--- src/rtl/ebt_pkg.sv ---
// package for the eight-bit timer channel: register map, fields, reset values
package ebt_pkg;
	localparam logic [11:0] ADDR_CTRL   = 12'h000;
	localparam logic [11:0] ADDR_STAT   = 12'h004;
	localparam logic [11:0] ADDR_MASK   = 12'h008;
	localparam logic [11:0] ADDR_TCA    = 12'h00C;
	localparam logic [11:0] ADDR_TCB    = 12'h010;
	localparam logic [11:0] ADDR_COUNT  = 12'h014;
	localparam logic [11:0] ADDR_SYSCFG = 12'h018;
	localparam logic [11:0] ADDR_IRQ    = 12'h01C;

	localparam int CTRL_CKS_LSB  = 0;
	localparam int CTRL_CCLR_LSB = 3;
	localparam int CTRL_OVERFLOW_EN = 5;
	localparam int CTRL_MATCH_A_EN  = 6;
	localparam int CTRL_MATCH_B_EN  = 7;
	localparam int FLAG_OVERFLOW    = 5;
	localparam int FLAG_MATCH_A     = 6;
	localparam int FLAG_MATCH_B     = 7;
	localparam int SYS_ICKS      = 0;

	localparam logic [7:0] CTRL_RESET  = 8'h00;
	localparam logic [7:0] TC_RESET    = 8'hFF;
	localparam logic [7:0] COUNT_RESET = 8'h00;
	localparam logic [7:0] MASK_RESET  = 8'h00;
	localparam logic [7:0] COUNT_MAX   = 8'hFF;

	localparam logic [2:0] CKS_STOP0 = 3'h0;
	localparam logic [2:0] CKS_DIV_A = 3'h1;
	localparam logic [2:0] CKS_DIV_B = 3'h2;
	localparam logic [2:0] CKS_DIV_C = 3'h3;
	localparam logic [2:0] CKS_STOP4 = 3'h4;
	localparam logic [2:0] CKS_EXT_R = 3'h5;
	localparam logic [2:0] CKS_EXT_F = 3'h6;
	localparam logic [2:0] CKS_EXT_B = 3'h7;

	localparam logic [1:0] CCLR_NONE  = 2'h0;
	localparam logic [1:0] CCLR_MA    = 2'h1;
	localparam logic [1:0] CCLR_MB    = 2'h2;
	localparam logic [1:0] CCLR_EXT   = 2'h3;

	// prescaler tap indices: divide-by-2^n, falling edge of bit n-1
	localparam int TAP_2    = 0;
	localparam int TAP_8    = 2;
	localparam int TAP_32   = 4;
	localparam int TAP_64   = 5;
	localparam int TAP_256  = 7;
	localparam int TAP_1024 = 9;
	localparam int PRESC_W  = 10;

	localparam logic [1:0] RESP_OKAY   = 2'h0;
	localparam logic [1:0] RESP_SLVERR = 2'h2;

	typedef struct packed {
		logic [7:0] count;
		logic       match_a;
		logic       match_b;
		logic       wrap;
	} ebt_cnt_t;
endpackage

--- src/rtl/ebt_timer.sv ---
// eight-bit timer channel with clock select, clear modes and axi4-lite registers
// Functional notes
// - clock-select 000 (reset value) and 100 stop the counter.
// - with divider-set bit 0, codes 001/010/011 count falling edges of clk/8, /64, /1024.
// - with divider-set bit 1, codes 001/010/011 count falling edges of clk/2, /32, /256.
// - codes 101/110/111 count external clock rising, falling or both edges, ignoring the set bit.
// - clear field 00 never clears the counter.
// - clear field 01 zeroes the counter on compare match with constant A.
// - clear field 10 zeroes the counter on compare match with constant B.
// - clear field 11 zeroes the counter on a rising edge of the external reset pin.
// - match flag A sets when count equals constant A, flag B when it equals constant B.
// - overflow interrupt is forwarded only while its enable bit 5 is 1.
// - match A and B interrupts are forwarded only while enable bits 6 and 7 are 1.
`timescale 1ns/1ps
`default_nettype none
module ebt_timer (
	input  wire logic        clk,
	input  wire logic        reset_n,
	input  wire logic        clk_en,
	input  wire logic        ext_clock_in,
	input  wire logic        ext_reset_in,
	input  wire logic [11:0] s_axi_awaddr,
	input  wire logic        s_axi_awvalid,
	output logic             s_axi_awready,
	input  wire logic [31:0] s_axi_wdata,
	input  wire logic [3:0]  s_axi_wstrb,
	input  wire logic        s_axi_wvalid,
	output logic             s_axi_wready,
	output logic [1:0]       s_axi_bresp,
	output logic             s_axi_bvalid,
	input  wire logic        s_axi_bready,
	input  wire logic [11:0] s_axi_araddr,
	input  wire logic        s_axi_arvalid,
	output logic             s_axi_arready,
	output logic [31:0]      s_axi_rdata,
	output logic [1:0]       s_axi_rresp,
	output logic             s_axi_rvalid,
	input  wire logic        s_axi_rready,
	output logic             irq
);
	logic [7:0]                   ctrl_ff, nxt_ctrl;
	logic [7:0]                   flags_ff, nxt_flags;
	logic [7:0]                   mask_ff, nxt_mask;
	logic [7:0]                   tca_ff, nxt_tca;
	logic [7:0]                   tcb_ff, nxt_tcb;
	logic [7:0]                   count_ff, nxt_count;
	logic                         sys_icks_ff, nxt_sys_icks;
	logic [ebt_pkg::PRESC_W-1:0] presc_ff, nxt_presc;
	logic [2:0]                   eclk_sync_ff, nxt_eclk_sync;
	logic [2:0]                   erst_sync_ff, nxt_erst_sync;
	logic                         irq_ff, nxt_irq;

	logic                         aw_ok_ff, nxt_aw_ok;
	logic                         w_ok_ff, nxt_w_ok;
	logic [11:0]                  awaddr_ff, nxt_awaddr;
	logic [7:0]                   wdata_ff, nxt_wdata;
	logic                         wlane_ff, nxt_wlane;
	logic                         bvalid_ff, nxt_bvalid;
	logic [1:0]                   bresp_ff, nxt_bresp;
	logic                         rvalid_ff, nxt_rvalid;
	logic [1:0]                   rresp_ff, nxt_rresp;
	logic [31:0]                  rdata_ff, nxt_rdata;
	logic                         awready_ff, nxt_awready;
	logic                         wready_ff, nxt_wready;
	logic                         arready_ff, nxt_arready;

	ebt_pkg::ebt_cnt_t            cnt;
	logic [ebt_pkg::PRESC_W-1:0] fall_tap;
	logic                         tick;
	logic                         ext_rise;
	logic                         ext_fall;
	logic                         erst_rise;
	logic                         do_write;
	logic [2:0]                   cks;
	logic [1:0]                   cclr;

	assign cks  = ctrl_ff[ebt_pkg::CTRL_CKS_LSB +: 3];
	assign cclr = ctrl_ff[ebt_pkg::CTRL_CCLR_LSB +: 2];

	// a prescaler bit falling from 1 to 0 marks the falling edge of clk/2^(n+1)
	genvar g;
	generate
		for (g = 0; g < ebt_pkg::PRESC_W; g++) begin : g_tap
			assign fall_tap[g] = presc_ff[g] & ~nxt_presc[g];
		end
	endgenerate

	// stage 0 only feeds stage 1; edges are taken between stages 1 and 2
	assign ext_rise  = eclk_sync_ff[1] & ~eclk_sync_ff[2];
	assign ext_fall  = ~eclk_sync_ff[1] & eclk_sync_ff[2];
	assign erst_rise = erst_sync_ff[1] & ~erst_sync_ff[2];

	always_comb begin
		nxt_presc     = presc_ff + 1'b1;
		nxt_eclk_sync = {eclk_sync_ff[1:0], ext_clock_in};
		nxt_erst_sync = {erst_sync_ff[1:0], ext_reset_in};
	end

	always_comb begin
		case (cks)
			ebt_pkg::CKS_STOP0: tick = 1'b0;
			ebt_pkg::CKS_STOP4: tick = 1'b0;
			ebt_pkg::CKS_DIV_A: tick = sys_icks_ff ? fall_tap[ebt_pkg::TAP_2]
							: fall_tap[ebt_pkg::TAP_8];
			ebt_pkg::CKS_DIV_B: tick = sys_icks_ff ? fall_tap[ebt_pkg::TAP_32]
							: fall_tap[ebt_pkg::TAP_64];
			ebt_pkg::CKS_DIV_C: tick = sys_icks_ff ? fall_tap[ebt_pkg::TAP_256]
							: fall_tap[ebt_pkg::TAP_1024];
			ebt_pkg::CKS_EXT_R: tick = ext_rise;
			ebt_pkg::CKS_EXT_F: tick = ext_fall;
			ebt_pkg::CKS_EXT_B: tick = ext_rise | ext_fall;
			default:            tick = 1'b0;
		endcase
	end

	// compare is continuous on the current count, so a held match sets the flag again every cycle, even right after a clear
	always_comb begin
		cnt.count   = count_ff;
		cnt.match_a = (count_ff == tca_ff);
		cnt.match_b = (count_ff == tcb_ff);
		cnt.wrap    = tick && (count_ff == ebt_pkg::COUNT_MAX);
	end

	assign do_write = aw_ok_ff && w_ok_ff && !bvalid_ff;

	always_comb begin
		nxt_ctrl     = ctrl_ff;
		nxt_mask     = mask_ff;
		nxt_tca      = tca_ff;
		nxt_tcb      = tcb_ff;
		nxt_sys_icks = sys_icks_ff;
		nxt_flags    = flags_ff;
		nxt_count    = count_ff;
		if (tick)
			nxt_count = count_ff + 8'h01;
		case (cclr)
			ebt_pkg::CCLR_NONE: ;
			ebt_pkg::CCLR_MA: if (cnt.match_a) nxt_count = ebt_pkg::COUNT_RESET;
			ebt_pkg::CCLR_MB: if (cnt.match_b) nxt_count = ebt_pkg::COUNT_RESET;
			ebt_pkg::CCLR_EXT: if (erst_rise) nxt_count = ebt_pkg::COUNT_RESET;
			default: ;
		endcase
		if (do_write && wlane_ff) begin
			case (awaddr_ff)
				ebt_pkg::ADDR_CTRL:   nxt_ctrl = wdata_ff;
				ebt_pkg::ADDR_MASK:   nxt_mask = wdata_ff;
				ebt_pkg::ADDR_TCA:    nxt_tca = wdata_ff;
				ebt_pkg::ADDR_TCB:    nxt_tcb = wdata_ff;
				ebt_pkg::ADDR_COUNT:  nxt_count = wdata_ff;
				ebt_pkg::ADDR_SYSCFG: nxt_sys_icks = wdata_ff[ebt_pkg::SYS_ICKS];
				ebt_pkg::ADDR_STAT:   nxt_flags = flags_ff & wdata_ff;
				default: ;
			endcase
		end
		// hardware set wins over a same-cycle clear
		if (cnt.match_a) nxt_flags[ebt_pkg::FLAG_MATCH_A] = 1'b1;
		if (cnt.match_b) nxt_flags[ebt_pkg::FLAG_MATCH_B] = 1'b1;
		if (cnt.wrap) nxt_flags[ebt_pkg::FLAG_OVERFLOW] = 1'b1;
		nxt_flags[4:0] = 5'h00;
	end

	// both the channel enable and the extra mask must be open
	always_comb begin
		nxt_irq = (flags_ff[ebt_pkg::FLAG_OVERFLOW] & ctrl_ff[ebt_pkg::CTRL_OVERFLOW_EN]
				& mask_ff[ebt_pkg::FLAG_OVERFLOW])
			| (flags_ff[ebt_pkg::FLAG_MATCH_A] & ctrl_ff[ebt_pkg::CTRL_MATCH_A_EN]
				& mask_ff[ebt_pkg::FLAG_MATCH_A])
			| (flags_ff[ebt_pkg::FLAG_MATCH_B] & ctrl_ff[ebt_pkg::CTRL_MATCH_B_EN]
				& mask_ff[ebt_pkg::FLAG_MATCH_B]);
	end

	// write channel: address and data latched independently, response after both
	always_comb begin
		nxt_aw_ok  = aw_ok_ff;
		nxt_w_ok   = w_ok_ff;
		nxt_awaddr = awaddr_ff;
		nxt_wdata  = wdata_ff;
		nxt_wlane  = wlane_ff;
		nxt_bvalid = bvalid_ff;
		nxt_bresp  = bresp_ff;
		if (s_axi_awvalid && !aw_ok_ff) begin
			nxt_aw_ok  = 1'b1;
			nxt_awaddr = {s_axi_awaddr[11:2], 2'h0};
		end
		if (s_axi_wvalid && !w_ok_ff) begin
			nxt_w_ok  = 1'b1;
			nxt_wdata = s_axi_wdata[7:0];
			nxt_wlane = s_axi_wstrb[0];
		end
		if (do_write) begin
			nxt_aw_ok  = 1'b0;
			nxt_w_ok   = 1'b0;
			nxt_bvalid = 1'b1;
			nxt_bresp  = (awaddr_ff <= ebt_pkg::ADDR_SYSCFG) ? ebt_pkg::RESP_OKAY
									: ebt_pkg::RESP_SLVERR;
		end else if (bvalid_ff && s_axi_bready) begin
			nxt_bvalid = 1'b0;
		end
		nxt_awready = ~nxt_aw_ok;
		nxt_wready  = ~nxt_w_ok;
	end

	always_comb begin
		nxt_rvalid = rvalid_ff;
		nxt_rresp  = rresp_ff;
		nxt_rdata  = rdata_ff;
		if (s_axi_arvalid && !rvalid_ff) begin
			nxt_rvalid = 1'b1;
			nxt_rresp  = ebt_pkg::RESP_OKAY;
			case ({s_axi_araddr[11:2], 2'h0})
				ebt_pkg::ADDR_CTRL:   nxt_rdata = {24'h000000, ctrl_ff};
				ebt_pkg::ADDR_STAT:   nxt_rdata = {24'h000000, flags_ff};
				ebt_pkg::ADDR_MASK:   nxt_rdata = {24'h000000, mask_ff};
				ebt_pkg::ADDR_TCA:    nxt_rdata = {24'h000000, tca_ff};
				ebt_pkg::ADDR_TCB:    nxt_rdata = {24'h000000, tcb_ff};
				ebt_pkg::ADDR_COUNT:  nxt_rdata = {24'h000000, cnt.count};
				ebt_pkg::ADDR_SYSCFG: nxt_rdata = {31'h00000000, sys_icks_ff};
				ebt_pkg::ADDR_IRQ:    nxt_rdata = {31'h00000000, irq_ff};
				default: begin
					nxt_rdata = 32'h00000000;
					nxt_rresp = ebt_pkg::RESP_SLVERR;
				end
			endcase
		end else if (rvalid_ff && s_axi_rready) begin
			nxt_rvalid = 1'b0;
		end
		nxt_arready = ~nxt_rvalid;
	end

	always_ff @(posedge clk or negedge reset_n) begin
		if (!reset_n) begin
			ctrl_ff      <= ebt_pkg::CTRL_RESET;
			flags_ff     <= 8'h00;
			mask_ff      <= ebt_pkg::MASK_RESET;
			tca_ff       <= ebt_pkg::TC_RESET;
			tcb_ff       <= ebt_pkg::TC_RESET;
			count_ff     <= ebt_pkg::COUNT_RESET;
			sys_icks_ff  <= 1'b0;
			presc_ff     <= '0;
			eclk_sync_ff <= 3'h0;
			erst_sync_ff <= 3'h0;
			irq_ff       <= 1'b0;
			aw_ok_ff     <= 1'b0;
			w_ok_ff      <= 1'b0;
			awaddr_ff    <= 12'h000;
			wdata_ff     <= 8'h00;
			wlane_ff     <= 1'b0;
			bvalid_ff    <= 1'b0;
			bresp_ff     <= ebt_pkg::RESP_OKAY;
			rvalid_ff    <= 1'b0;
			rresp_ff     <= ebt_pkg::RESP_OKAY;
			rdata_ff     <= 32'h00000000;
			awready_ff   <= 1'b1;
			wready_ff    <= 1'b1;
			arready_ff   <= 1'b1;
		end else if (clk_en) begin
			ctrl_ff      <= nxt_ctrl;
			flags_ff     <= nxt_flags;
			mask_ff      <= nxt_mask;
			tca_ff       <= nxt_tca;
			tcb_ff       <= nxt_tcb;
			count_ff     <= nxt_count;
			sys_icks_ff  <= nxt_sys_icks;
			presc_ff     <= nxt_presc;
			eclk_sync_ff <= nxt_eclk_sync;
			erst_sync_ff <= nxt_erst_sync;
			irq_ff       <= nxt_irq;
			aw_ok_ff     <= nxt_aw_ok;
			w_ok_ff      <= nxt_w_ok;
			awaddr_ff    <= nxt_awaddr;
			wdata_ff     <= nxt_wdata;
			wlane_ff     <= nxt_wlane;
			bvalid_ff    <= nxt_bvalid;
			bresp_ff     <= nxt_bresp;
			rvalid_ff    <= nxt_rvalid;
			rresp_ff     <= nxt_rresp;
			rdata_ff     <= nxt_rdata;
			awready_ff   <= nxt_awready;
			wready_ff    <= nxt_wready;
			arready_ff   <= nxt_arready;
		end
	end

	// ready flops mirror the inverse of the held flags, so no gate sits on a port
	always_comb begin
		s_axi_awready = awready_ff;
		s_axi_wready  = wready_ff;
		s_axi_bvalid  = bvalid_ff;
		s_axi_bresp   = bresp_ff;
		s_axi_arready = arready_ff;
		s_axi_rvalid  = rvalid_ff;
		s_axi_rresp   = rresp_ff;
		s_axi_rdata   = rdata_ff;
		irq           = irq_ff;
	end
endmodule
`default_nettype wire

--- config.mk ---
export PLATFORM = sky130hd
export DESIGN_NAME = ebt_timer
export DESIGN_NICKNAME = d
export VERILOG_FILES = /design/src/rtl/ebt_pkg.sv /design/src/rtl/ebt_timer.sv
export SDC_FILE = /design/constraint.sdc
export NUM_CORES = 1
export LEC_CHECK = 0
export CAP_MARGIN = 20
export CORE_MARGIN = 3
export CORE_UTILIZATION = 65
export DETAILED_ROUTE_END_ITERATION = 6
export DONT_BUFFER_PORTS = 1
export GPL_ROUTABILITY_DRIVEN = 0
export PLACE_DENSITY = 0.79
export SETUP_SLACK_MARGIN = 0.05
export SLEW_MARGIN = 20
export SYNTH_ARGS = -nofsm -noshare
export SYNTH_HDL_FRONTEND = slang
export SYNTH_SLANG_ARGS = --single-unit
--- constraint.sdc ---
create_clock -name clk -period 5.4 [get_ports clk]
set_input_delay 0.27 -clock clk [delete_from_list [all_inputs] [get_ports clk]]
set_output_delay 0.27 -clock clk [all_outputs]
set_load 0.005 [all_outputs]
==> results.md <==
- GR Layer Usage met1: 0.330
- Final ANT Viol Nets: 0
- Commonest non-fill, non-tap cells in the layout: 78 x dfrtp_1, 67 x mux2_2, 32 x nand2_1
- Top-area cell type share of the netlist area: 0.384
- Main synth FF type: dfrtp_1
- FF+latch area: 0.00245 mm2
- # diodes: 0
- IO buf count: 0
- Overall power: 1.87 mW
- Initial Utilization: 0.687
- Type of the worst min-delay path: in2reg
- DP HPWL: ~6800 um
- Most common cell after layout, fill and taps aside: dfrtp_1
- Synth cell types: slightly above 60
- Dominant cell type by area after synthesis: dfrtp_1
- H-tree levels: 3
- Vias: ~3400
- Reg2Reg Setup Slack: ~2.6 ns
- CP Data Arrival Time: 3.07 ns
- Syn Area/Cell: between 10 and 15 um2
- Largest net degree at the start of global routing: ~100
- FF-to-FF path depth: 11
- Fin nets: 511
- GR Overflow Total: 0
- Warnings, synthesis: 0
- CP endpoint: count_ff[7]$_DFFE_PN0P_
- Fmax: 354 MHz
- RR Startpoint: presc_ff[0]$_DFFE_PN0P_
- Post-synth EDFFs: 0
- Max-cap viol count: 0
- Die W: ~94 um
- GRT Overall Usage: 0.237
- CTS Sinks: between 90 and 100
- Most Crowded Layer GR: met2
- Tmin final: roughly 2.8 ns
- Worst slew pin tran: 0.735 ns
- Worst Setup Start Kind: flop
- Die area: ~0.009 mm2
- Final number of max-transition violations: 0
- P_leak: around 2.4 nW
- Avg WL per Cell: about 19 um
- Root Driver: clkbuf_8
- Period Utilization, post-route: 0.523
- Vias per inst: about 6.3
- Worst Skew: between 0.01 and 0.015 ns
- Critical path required time: about 5.6 ns
- Worst Path Max Fanout: 9
- Final hold vios: 0
- Cts bufs inserted: 9
- Initial antenna violation count: 0
- Maximum vdd drop: ~0.24 mV
- Core Region: approximately 0.0074 mm2
- Detailed Route Iter0 Violations: 378
- Area Growth Syn to Fin: 3.79%
- Kind of critical path: reg2reg
- Share of layout cells above drive strength 1: 0.263
- Cell Rows: 31
- Crit path from: presc_ff[0]$_DFFE_PN0P_
- Met3 global-route usage: 0.0454
- First-pass GRT wire length: between 15000 and 20000 um
- Netlist Area Pre-Place: between 0.005 and 0.006 mm2
- TritonCTS clock tree: built
- Drt total wl: a little over 10000 um
- Final core occ: 0.713
- Vias in the first global route: 3232
- Setup_tns: 0 ns
- # IOs: around 110
- First-pass detailed-route iteration total: 5
- Final setup violation count: 0
- Multi-input gate area in the final layout: 0.00241 mm2
- Overall die height: around 94 um
- Fill count: 520
- RSZ-0062 raised after global routing: false
- Worst slew margin: 0.507
- Crit. End Element: flop
- Synth top area cells: dfrtp_1 38%, mux2_2 15%, dfstp_2 9.8%, buf_4 4.0%, xor2_1 3.1%
- Postcts setup bufs: 0
- Sequential fraction of the synthesis area: 0.482
- Post-Synthesis Cells: 439
- Status: complete, no violations
- Clk pin slew, worst setup/hold paths: ~0.09 ns
- DRC: 0
- Met2 GRT Util: 0.365
- Asr flop ratio synth: 1.00
- CTS Buffer Depth: 2
- Latest clock arrival within the worst-skew pair: ~0.35 ns
- Pwr Density: 354 mW/mm2
- Yosys reg bits: just under 100
- Crit Reg-Reg Endpoint: count_ff[7]$_DFFE_PN0P_
cells by family (layout without fill, tap and decap cells):
group	Yosys count	after routing	synth area share
mux	74	74	0.167
other cells	1	26	0.000737
fa+ha+maj	9	9	0.0221
compound gates	67	67	0.0947
xor+xnor	20	20	0.0344
flops	97	97	0.482
simple gates	118	118	0.136
buf+inv	53	26	0.0627
synthesized netlist by cell type, types with 7 or more instances:
master / n
nand3_1: 14
nand2_1: 32
buf_4: 27
inv_1: 7
dfrtp_1: 78
mux2_2: 67
dfstp_2: 19
o21ai_0: 23
ha_1: 9
xor2_1: 18
nor2_1: 13
clkbuf_1: 11
nor3_1: 8
cell type report:
type,instances,share of cell area
Multi-Input combinational cell,314,0.457
Clock buffer,11,0.0268
Tap cell,99,0.0235
Sequential cell,97,0.464
Inverter,7,0.00498
Clock inverter,5,0.0149
Timing Repair Buffer,3,0.00901
how the worst min path moves through the flow:
stage                       start                   end  slack (ns)  cells after the start
after floorplan           reset_n  aw_ok_ff$_DFFE_PN0P_       -0.03                      0
after global routing       clk_en       irq$_DFFE_PN0P_        0.01                      1
after global placement    reset_n       irq$_DFFE_PN0P_       -0.02                      0
after detailed placement  reset_n       irq$_DFFE_PN0P_       -0.02                      0
final                      clk_en       irq$_DFFE_PN0P_        0.04                      1
after CTS                  clk_en       irq$_DFFE_PN0P_        0.02                      1
timing repair:
action | CTS | global route
resized for setup | 0 | 0
endpoints found under the hold margin | 101 | 0
hold buffers | 3 | 0
per-layer routing:
| metal | up-vias | part of all wire |
|---|---|---|
| li1 | 1535 | - |
| met1 | 1654 | 0.44 |
| met3 | 23 | 0.070 |
| met5 | - | 0 |
| met2 | 157 | 0.47 |
| met4 | 0 | 0.021 |
registers in the layout, indices dropped and copies added (netlist names), 3 cells and up:
register and cells:
awaddr_ff 10, presc_ff 10, count_ff 8, ctrl_ff 8
mask_ff 8, s_axi_rdata 8, tca_ff 8, tcb_ff 8
wdata_ff 8, eclk_sync_ff 3, erst_sync_ff 3, flags_ff 3
metrics by stage:
| step | setup WS [ns] | area, um2 | cells | hold WS [ns] |
|---|---|---|---|---|
| floorplan | 2.97 | 5180 | 464 | -0.0256 |
| global placement | 2.78 | 5010 | 517 | -0.0226 |
| detailed placement | 2.65 | 5010 | 517 | -0.0222 |
| CTS | 2.60 | 5280 | 536 | 0.0156 |
| global route | 2.41 | 5280 | 536 | 0.0147 |
| finish | 2.57 | 5280 | 536 | 0.0366 |
where the power goes:
group,internal (mW),switching (mW),leakage [nW]
registers,0.876,0.178,1.19
clock network,0.273,0.244,0.113
logic,0.169,0.131,1.07
critical path, cell delays in order (launching register included):
cell	delay, ns
dfrtp_1	0.45
nand2_1	0.08
nor2_1	0.15
and3_1	0.20
and3_1	0.17
ha_1	0.13
mux2i_1	0.06
nor4bb_1	0.48
a2111oi_4	0.17
nor3_1	0.31
o21ai_0	0.14
a221o_1	0.36
No activity file was read; power rests on OpenSTA's default activity.
